--- src/csp_pkg.sv ---
// Package with constants and types for the configuration status pin block
package csp_pkg;

    localparam int CLK_MHZ         = 200;
    // Master wait after release, microseconds
    localparam int WAIT_MIN_US     = 30;
    localparam int WAIT_MAX_US     = 300;
    // Least wait is an exact cycle count, fits under the longest time
    localparam int WAIT_MIN_CYCLES = WAIT_MIN_US * CLK_MHZ;
    localparam int WAIT_MAX_CYCLES = WAIT_MAX_US * CLK_MHZ;
    localparam int WAIT_CNT_W      = 16;

    localparam logic BUSY_HIGH_ACTIVE = 1'b1;
    localparam logic BUSY_LOW_ACTIVE  = 1'b0;

    typedef enum logic [2:0] {
        CSP_CLEAR,
        CSP_HOLD,
        CSP_WAIT,
        CSP_LOAD,
        CSP_ERROR,
        CSP_USER
    } csp_state_t;

endpackage : csp_pkg

--- src/csp_config_status.sv ---
// Configuration progress outputs, init/error line and scan input gating
`timescale 1ns/1ps
`default_nettype none

// Function
// - Active-high busy output stays high from start until I/O go active.
// - Active-low busy output stays low until I/O go active.
// - Until I/O go active, init/error line only pulled low, never driven high; pull-up lifts it.
// - Init/error line held low during power settling and memory clearing.
// - Outside party holding init low keeps device waiting before loading.
// - Master mode waits extra 30 to 300 us after init released high.
// - Init/error line pulled low on configuration data error.
// - After I/O active, init line becomes general user I/O.
// - After configuration, both busy pins become general user I/O.
// - With scan in use, test inputs come straight from pads.
// - Without scan primitive, scan disabled after configuration; pins user I/O.
module csp_config_status #(
    parameter int WAIT_CYCLES = csp_pkg::WAIT_MIN_CYCLES
) (
    input  wire logic mclk,
    input  wire logic rst,
    input  wire logic power_stable,
    input  wire logic clear_done,
    input  wire logic master_mode,
    input  wire logic data_error,
    input  wire logic load_done,
    input  wire logic scan_primitive_used,
    input  wire logic init_pin_in,
    input  wire logic user_init_out,
    input  wire logic user_init_oe,
    input  wire logic user_busy_high_out,
    input  wire logic user_busy_high_oe,
    input  wire logic user_busy_low_out,
    input  wire logic user_busy_low_oe,
    input  wire logic tdi_pad,
    input  wire logic tck_pad,
    input  wire logic tms_pad,
    input  wire logic tdi_iob,
    input  wire logic tck_iob,
    input  wire logic tms_iob,
    output var  logic init_out,
    output var  logic init_oe,
    output var  logic cfg_busy_high_out,
    output var  logic cfg_busy_high_oe,
    output var  logic cfg_busy_low_out,
    output var  logic cfg_busy_low_oe,
    output var  logic scan_enable,
    output var  logic scan_tdi,
    output var  logic scan_tck,
    output var  logic scan_tms,
    output var  logic user_tdi,
    output var  logic user_tck,
    output var  logic user_tms,
    output var  logic io_active,
    output var  logic start_load,
    output var  logic init_released
);

    ////////////////////////////////////////////////////////////////////
    // Pin synchronisers
    logic       init_sync;
    logic [2:0] pad_sync;

    csp_sync #(.WIDTH(1), .INIT(1'b0)) u_init_sync (
        .mclk (mclk),
        .rst  (rst),
        .din  (init_pin_in),
        .dout (init_sync)
    );

    csp_sync #(.WIDTH(3), .INIT(3'b000)) u_pad_sync (
        .mclk (mclk),
        .rst  (rst),
        .din  ({tdi_pad, tck_pad, tms_pad}),
        .dout (pad_sync)
    );

    ////////////////////////////////////////////////////////////////////
    // Sequencer
    csp_pkg::csp_state_t    state;
    csp_pkg::csp_state_t    next_state;
    logic [csp_pkg::WAIT_CNT_W-1:0] wait_cnt;
    logic [csp_pkg::WAIT_CNT_W-1:0] next_wait_cnt;
    logic                   scan_keep;
    logic                   next_scan_keep;

    localparam logic [csp_pkg::WAIT_CNT_W-1:0] WAIT_LAST =
        csp_pkg::WAIT_CNT_W'(WAIT_CYCLES - 1);

    always_comb begin
        next_state     = state;
        next_wait_cnt  = wait_cnt;
        next_scan_keep = scan_keep;
        case (state)
            csp_pkg::CSP_CLEAR: begin
                if (power_stable && clear_done) begin
                    next_state = csp_pkg::CSP_HOLD;
                end
            end
            csp_pkg::CSP_HOLD: begin
                next_wait_cnt = '0;
                if (init_sync) begin
                    next_state = master_mode ? csp_pkg::CSP_WAIT
                                             : csp_pkg::CSP_LOAD;
                end
            end
            csp_pkg::CSP_WAIT: begin
                if (!init_sync) begin
                    next_state = csp_pkg::CSP_HOLD;
                end else if (wait_cnt == WAIT_LAST) begin
                    next_state = csp_pkg::CSP_LOAD;
                end else begin
                    next_wait_cnt = wait_cnt + 1'b1;
                end
            end
            csp_pkg::CSP_LOAD: begin
                if (data_error) begin
                    next_state = csp_pkg::CSP_ERROR;
                end else if (load_done) begin
                    next_scan_keep = scan_primitive_used;
                    next_state     = csp_pkg::CSP_USER;
                end
            end
            csp_pkg::CSP_ERROR: begin
                next_state = csp_pkg::CSP_ERROR;
            end
            csp_pkg::CSP_USER: begin
                next_state = csp_pkg::CSP_USER;
            end
            default: begin
                next_state = csp_pkg::CSP_CLEAR;
            end
        endcase
    end

    always_ff @(posedge mclk or posedge rst) begin
        if (rst) begin
            state     <= csp_pkg::CSP_CLEAR;
            wait_cnt  <= '0;
            scan_keep <= 1'b0;
        end else begin
            state     <= next_state;
            wait_cnt  <= next_wait_cnt;
            scan_keep <= next_scan_keep;
        end
    end

    ////////////////////////////////////////////////////////////////////
    // Pin outputs
    logic next_init_out;
    logic next_init_oe;
    logic next_bh_out;
    logic next_bh_oe;
    logic next_bl_out;
    logic next_bl_oe;
    logic next_io_active;
    logic user_next;

    always_comb begin
        user_next = (next_state == csp_pkg::CSP_USER);
        next_io_active = user_next;
        next_init_out = 1'b0;
        // pull low on clear or error
        next_init_oe  = (next_state == csp_pkg::CSP_CLEAR) ||
                        (next_state == csp_pkg::CSP_ERROR);
        next_bh_out   = csp_pkg::BUSY_HIGH_ACTIVE;
        next_bh_oe    = 1'b1;
        next_bl_out   = csp_pkg::BUSY_LOW_ACTIVE;
        next_bl_oe    = 1'b1;
        if (user_next) begin
            next_init_out = user_init_out;
            next_init_oe  = user_init_oe;
            next_bh_out   = user_busy_high_out;
            next_bh_oe    = user_busy_high_oe;
            next_bl_out   = user_busy_low_out;
            next_bl_oe    = user_busy_low_oe;
        end
    end

    always_ff @(posedge mclk or posedge rst) begin
        if (rst) begin
            init_out          <= 1'b0;
            init_oe           <= 1'b1;
            cfg_busy_high_out <= csp_pkg::BUSY_HIGH_ACTIVE;
            cfg_busy_high_oe  <= 1'b1;
            cfg_busy_low_out  <= csp_pkg::BUSY_LOW_ACTIVE;
            cfg_busy_low_oe   <= 1'b1;
            io_active         <= 1'b0;
        end else begin
            init_out          <= next_init_out;
            init_oe           <= next_init_oe;
            cfg_busy_high_out <= next_bh_out;
            cfg_busy_high_oe  <= next_bh_oe;
            cfg_busy_low_out  <= next_bl_out;
            cfg_busy_low_oe   <= next_bl_oe;
            io_active         <= next_io_active;
        end
    end

    ////////////////////////////////////////////////////////////////////
    // Scan input gating
    logic       next_scan_en;
    logic [2:0] next_scan_in;
    logic [2:0] next_user_in;

    always_comb begin
        // scan off after config unless primitive used
        next_scan_en = !user_next || next_scan_keep;
        next_scan_in = next_scan_en ? pad_sync : 3'b000;
        // test pins as ordinary user inputs
        next_user_in = user_next ? {tdi_iob, tck_iob, tms_iob} : 3'b000;
    end

    always_ff @(posedge mclk or posedge rst) begin
        if (rst) begin
            scan_enable <= 1'b1;
            scan_tdi    <= 1'b0;
            scan_tck    <= 1'b0;
            scan_tms    <= 1'b0;
            user_tdi    <= 1'b0;
            user_tck    <= 1'b0;
            user_tms    <= 1'b0;
        end else begin
            scan_enable <= next_scan_en;
            scan_tdi    <= next_scan_in[2];
            scan_tck    <= next_scan_in[1];
            scan_tms    <= next_scan_in[0];
            user_tdi    <= next_user_in[2];
            user_tck    <= next_user_in[1];
            user_tms    <= next_user_in[0];
        end
    end

    ////////////////////////////////////////////////////////////////////
    // Status to the loader
    always_comb begin
        start_load    = (state == csp_pkg::CSP_LOAD);
        init_released = init_sync;
    end

endmodule : csp_config_status
`default_nettype wire

--- src/csp_sync.sv ---
// Two flip-flop synchroniser for a pin input
`timescale 1ns/1ps
`default_nettype none
module csp_sync #(
    parameter int          WIDTH = 1,
    parameter logic [WIDTH-1:0] INIT = '0
) (
    input  wire logic             mclk,
    input  wire logic             rst,
    input  wire logic [WIDTH-1:0] din,
    output var  logic [WIDTH-1:0] dout
);

    logic [WIDTH-1:0] stage1;
    logic [WIDTH-1:0] next_stage1;
    logic [WIDTH-1:0] next_dout;

    always_comb begin
        next_stage1 = din;
        next_dout   = stage1;
    end

    always_ff @(posedge mclk or posedge rst) begin
        if (rst) begin
            stage1 <= INIT;
            dout   <= INIT;
        end else begin
            stage1 <= next_stage1;
            dout   <= next_dout;
        end
    end

endmodule : csp_sync
`default_nettype wire

--- config.mk ---
export PLATFORM = sky130hd
export DESIGN_NAME = csp_config_status
export DESIGN_NICKNAME = d
export VERILOG_FILES = /design/src/csp_pkg.sv /design/src/csp_config_status.sv /design/src/csp_sync.sv
export SDC_FILE = /design/constraint.sdc
export NUM_CORES = 1
export LEC_CHECK = 0
export BUFFER_PORTS_ARGS = -buffer_cell sky130_fd_sc_hd__buf_2
export CELL_PAD_IN_SITES_DETAIL_PLACEMENT = 1
export CELL_PAD_IN_SITES_GLOBAL_PLACEMENT = 1
export CORE_MARGIN = 2
export CORE_UTILIZATION = 42
export DETAILED_ROUTE_END_ITERATION = 8
export PLACE_DENSITY_LB_ADDON = 0.08
export SLEW_MARGIN = 30
export SYNTH_ARGS = -nofsm -noshare
export SYNTH_HDL_FRONTEND = slang
export SYNTH_SLANG_ARGS = --single-unit
--- constraint.sdc ---
create_clock -name mclk -period 2.74 [get_ports mclk]
set_input_delay 0.274 -clock mclk [delete_from_list [all_inputs] [get_ports mclk]]
set_output_delay 0.274 -clock mclk [all_outputs]
set_load 0.02 [all_outputs]
==> results of run 1 <==
-- layout by cell type (no fill, tap or decap), types with 2 or more instances in the layout --
| master | count |
|---|---|
| or3_1 | 2 |
| nor3_1 | 3 |
| nand2_1 | 16 |
| a21oi_1 | 7 |
| clkbuf_8 | 5 |
| and2_2 | 5 |
| xor2_1 | 10 |
| nand4_1 | 3 |
| o21ai_0 | 5 |
| a21boi_0 | 3 |
| inv_1 | 5 |
| nor2b_1 | 3 |
| nor3b_1 | 4 |
| or4_4 | 2 |
| dfstp_2 | 5 |
| clkinvlp_4 | 2 |
| buf_4 | 2 |
| nor2_1 | 15 |
| nand3b_1 | 3 |
| dfrtp_1 | 37 |
| nand3_1 | 8 |
| nand2b_1 | 4 |
| buf_2 | 36 |
-- flip-flops by register name (all words and copies together), names as in the netlist, 3 cells and up --
register,flops
state,3
wait_cnt,16
u_pad_sync.dout,3
u_pad_sync.next_dout,3
-- worst max path at each step --
stage                     to  slack [ns]         from
floorplan           scan_tck        0.79  wait_cnt[4]
global placement    scan_tck        0.72  wait_cnt[7]
detailed placement  scan_tdi        0.58     state[1]
CTS                 scan_tdi        0.58     state[1]
global route        scan_tdi        0.35     state[1]
finish              scan_tdi        0.60     state[1]
-- layout make-up --
cell class              instances  share of cell area, %
flip-flops and latches         42                   50.0
multi-input cells             109                   32.6
repair buffers                 38                   9.23
clock buffers                   5                   3.25
well taps                      50                   2.96
clock inverters                 3                   1.12
inverters                       5                  0.887
-- cell families after synthesis --
kind of cell,count (synthesis),share of synthesized area (%)
buf+inv,10,3.12
compound gates,23,9.16
mux,1,0.555
simple gates,73,22.5
fa+ha+maj,1,0.694
xor+xnor,11,5.34
flops,42,58.6
-- metal layers --
metal / track usage, % / vias up / share of wire, %
met5: 0 / - / 0
met4: 8.06 / 0 / 1.8
met3: 4.80 / 9 / 4.0
met2: 30.2 / 27 / 51
met1: 22.5 / 655 / 44
li1: - / 626 / -
-- power by group through the flow --
stage          combinational (mW)  sequential [mW]  clock [mW]
2_1_floorplan               0.293            0.812           0
3_3_place_gp                0.425            0.782           0
3_5_place_dp                0.441            0.797           0
4_1_cts                     0.441            0.784       0.429
5_1_grt                     0.480            0.800       0.458
6_report                    0.436            0.784       0.416
-- critical path, stage by stage, from the launching register on --
cell and delay [ns]:
dfrtp_1 0.54, nor3b_1 0.45, nand2_1 0.09, or4_4 0.46
a21boi_4 0.32, a21boi_0 0.14
==> impl_metrics.ini, run 1 <==
[synthesis]
synth_top_cell_area_share_pct = 51.4
yosysSeqAreaShare_pct = 58.6
netlist.top_cell.by_area = dfrtp_1
ys_seq_elements = 42
syn_area_um2 = 1800
synth_cells = 161
async_flop_share_pct = 100
avgSynthCellArea_um2 = 11.2
synth.most_common_cell = dfrtp_1
syn_nets = 183
synth_edf_count = 0
ys_warn_count = 0
synth_area_leaders = dfrtp_1, dfstp_2, xor2_1
synthTopCellsByCount = dfrtp_1, nand2_1, nor2_1
synth_cell_type_count = 39
ys.flop_type = dfrtp_1

[route]
routed_wl_mm = 3.88
drt-wirelength-per-cell_um = 15.4
drc = 0
viasPerCell = 5.23
drt_first_pass_iters = 4
final_antenna_net_count = 0
drtIter0Drc = 23
vias = 1317

[final_layout]
drive_gt1_share_pct = 31.2
area_delta_synth_final_pct = 17.3
antenna_cells = 0
layout.nets = 223
fillers = 463
ff_latch_area_um2 = 1060
utilization_pct = 52.1
postLayoutCellArea_um2 = 2120
multi_input_area_um2 = 689
stdcell_count = 252

[pwr]
switching_share_pct = 36.0
pwr-share-seq_pct = 47.9
pwr-share-clk_pct = 25.4
p_switching_mw = 0.590
fin_total_pwr_mw = 1.64
p_comb_share_pct = 26.7
vdd_drop_max_mv = 0.364
power.density_nw_per_um2 = 773
intPower_mw = 1.05
total_leakage_power_nw = 0.977

[worst_setup_path]
worstPathRequired_ns = 2.91
cp-start-kind = register
worstReg2RegEnd = scan_tdi
regToRegStartpoint = state[1]
reg2reg_slack_ns = 0.60
worst-endpoint-arrival_ns = 2.30
r2r_cells = 5
crit_fanout = 13
criticalPathCategory = reg2reg
crit_path_end_kind = register

[status]
outcome = complete, no violations

[run]
drv_cap = 0

[cts]
cts_buffers = 5
cts.sinks = 42
cts_buffer_depth = 2
cts_tree = done
post_cts_buffers = 0
cts_hold_buf = 0
cts_resized = 0
clk_pin_slew_ns = 0.08
root_buffer = clkbuf_8
clock_latency_ns = 0.30
htree_levels = 2

[grt]
grt_pass1_vias = 1417
grt_overflow = 0
track_usage_pct = 18.3
grt_max_degree = 43
antenna_found_initial = 0
grt_pass1_wl_mm = 6.93

[hold_path]
worstHoldEndpoint = u_pad_sync.next_dout[0]
hold_class = in2reg
min_path_cells = 1
hold_start = tms_pad

[floorplanning]
die_height_um = 69.5
die_area_um2 = 4830
num_io_pins = 37
chipWidth_um = 69.5
fp-row-count = 23
design.core.area_um2 = 4060
start_util_pct = 44.4

[placement]
portBuffers = 36
dp_cells = 244
dpl-instance-area_um2 = 2020
hpwl_mm = 2.79
gp_congestion = 0.880
preCtsSetupSlack_ns = 0.583

[timing]
finalCritPeriodShare_pct = 78.0
max_freq_ghz = 0.468
rsz0062_at_grt = no
clock_skew_ns = 0.0126
worst_slack_ns = 0.602
fin_setup_tns_ns = 0
setup_viol = 0
worst_slew_pin_slew_ns = 0.706
max-slew-margin-rel_pct = 52.9
drv_slew = 0
finalHoldViolations = 0
period_minus_slack_ns = 2.14
hold_slack_ns = 0.0762
Note: power is estimated with default switching activity, not from simulation.
==> run 2: changes to the inputs <==
- clock period: 2.74 -> 2.2 ns (I/O delays scaled with it)
==> run 2 against run 1 <==
Against the previous run: non-clock buffer count grew 5; routed wire length grew 4.6%; clock-buffer cell count is the same; highest routed layer unchanged; clock power grew 76%; design area grew 4.7%; combinational power grew 43%; sequential cell count is the same; sequential power grew 22%.
==> impl_metrics.ini, run 2 (synthesized netlist as in run 1, its figures left out) <==
[timing]
setup_viol = 0
finalCritPeriodShare_pct = 92.5
rsz0062_at_grt = no
clock_skew_ns = 0.00449
finalHoldViolations = 0
drv_slew = 0
period_minus_slack_ns = 2.03
max-slew-margin-rel_pct = 65.4
max_freq_ghz = 0.492
worst_slew_pin_slew_ns = 0.520
fin_setup_tns_ns = 0

[cts]
cts_hold_buf = 0
clk_pin_slew_ns = 0.08
cts_buffer_depth = 2
cts_tree = done
root_buffer = clkbuf_8
clock_latency_ns = 0.30
cts_buffers = 5
htree_levels = 2
cts.sinks = 42

[floorplanning]
fp-row-count = 23
die_area_um2 = 4830
start_util_pct = 44.4
num_io_pins = 37
chipWidth_um = 69.5
die_height_um = 69.5
design.core.area_um2 = 4060

[worst_setup_path]
reg2reg_slack_ns = 0.17
worstPathRequired_ns = 2.37
crit_path_start = wait_cnt[4]
worstReg2RegEnd = scan_tms
criticalPathCategory = reg2reg
worst-endpoint-arrival_ns = 2.20
cp_cell_sequence = or4_4 > or4_4 > a21boi_4 > buf_12 > a21boi_0
endpoint = scan_tms
crit_path_end_kind = register
critPathBufInv = 1
cp-start-kind = register
cpMaxStageDelayCell = or4_4
cpMostUsedCell = or4_4
max_stage_delay_ns = 0.54
crit_fanout = 12
r2r_cells = 5
critPathTopFamily = simple AND/OR/NAND/NOR gates
cp.depth = 5
regToRegStartpoint = wait_cnt[4]

[route]
drt_first_pass_iters = 4
viasPerCell = 5.27
vias = 1354
drtIter0Drc = 29
drt-wirelength-per-cell_um = 15.8
final_antenna_net_count = 0
drc = 0
routed_wl_mm = 4.06

[pwr]
total_leakage_power_nw = 1.03
power.density_nw_per_um2 = 1050
p_comb_share_pct = 27.0
intPower_mw = 1.58
p_switching_mw = 0.736
pwr-share-clk_pct = 31.6
switching_share_pct = 31.8
pwr-share-seq_pct = 41.4
vdd_drop_max_mv = 0.615

[placement]
dp_cells = 248
hpwl_mm = 2.85
gp_congestion = 0.812
portBuffers = 36

[final_layout]
final_common_cell = dfrtp_1
regMostFlops = wait_cnt
area_delta_synth_final_pct = 22.8
stdcell_count = 257
antenna_cells = 0
layout.nets = 228
multi_input_area_um2 = 693
ff_latch_area_um2 = 1060
final_cell_mix = dfrtp_1, buf_2, nand2_1
fillers = 474
largest_reg_flops = 16
drive_gt1_share_pct = 33.3

[grt]
grt_overflow = 0
grt_pass1_vias = 1433
grt_pass1_wl_mm = 6.73
grt_max_degree = 43
track_usage_pct = 18.1
antenna_found_initial = 0

[run]
drv_cap = 0

[hold_path]
hold_class = in2reg

[status]
outcome = complete, no violations
## run 2: cell types whose count changed in the layout (fill, tap and decap cells not counted)
| cell | before | now |
|---|---|---|
| buf_12 | 0 | 1 |
| buf_4 | 2 | 6 |
| bufinv_16 | 0 | 2 |
| clkinv_4 | 0 | 1 |
| clkinvlp_4 | 2 | 0 |
| inv_6 | 1 | 0 |
| o21ai_1 | 1 | 0 |
| o21ai_2 | 0 | 1 |
## run 2: worst reg2reg max path: stages, from the launching register on
cell      delay, ns
dfrtp_1        0.43
or4_4          0.55
or4_4          0.51
a21boi_4       0.19
buf_12         0.14
a21boi_0       0.08
## run 2: how the worst min path moves through the flow
stage                           start                 endpoint  slack [ns]  cells past startpoint
after floorplan           init_pin_in    u_init_sync.next_dout        0.25                      0
after global placement        tms_pad  u_pad_sync.next_dout[0]        0.33                      1
after detailed placement      tck_pad  u_pad_sync.next_dout[1]        0.33                      1
after CTS                     tck_pad  u_pad_sync.next_dout[1]        0.01                      1
after global routing          tms_pad  u_pad_sync.next_dout[0]       0.005                      1
final                         tdi_pad  u_pad_sync.next_dout[2]        0.02                      1
## run 2: power groups by stage
stage | registers (mW) | logic [mW] | clock network (mW)
2_1_floorplan | 1.01 | 0.365 | 0
3_3_place_gp | 0.969 | 0.573 | 0
3_5_place_dp | 0.976 | 0.599 | 0
4_1_cts | 0.962 | 0.600 | 0.746
5_1_grt | 0.977 | 0.682 | 0.785
6_report | 0.959 | 0.625 | 0.732
## run 2: per-layer routing
layer	vias up	wire length [µm]	part of all wire, %	track usage (%)
met5	-	0	0	0
met4	0	99	2.4	8.50
met3	10	171	4.2	4.94
met2	28	2180	54	32.5
met1	680	1610	40	19.6
li1	636	-	-	-
## run 2: per-stage QoR
step	setup slack, ns	area [µm²]	util, %	power [mW]	hold slack [ns]
floorplan	0.254	1800	-	1.38	0.251
global route	0.0810	2210	54.6	2.44	0.00464
CTS	0.0957	2190	54.0	2.31	0.0107
finish	0.166	2210	54.6	2.32	0.0180
global placement	0.172	2050	50.6	1.54	0.330
detailed placement	0.0976	2050	50.6	1.58	0.331
## run 2: area by class of cell
cell class                 instances  share of cell area, %
tap                               50                   2.82
sequential                        42                   47.7
clock inverter                     3                   3.11
clock buffer                       5                   3.11
multi-input combinational        109                   31.3
inverter                           5                  0.847
timing repair buffer              43                   11.1
## run 2: what timing repair did
item	4_1_cts	5_1_grt
setup endpoints to repair	0	5
resized for setup	0	1
endpoints found under the hold margin	0	0
setup buffers	0	1
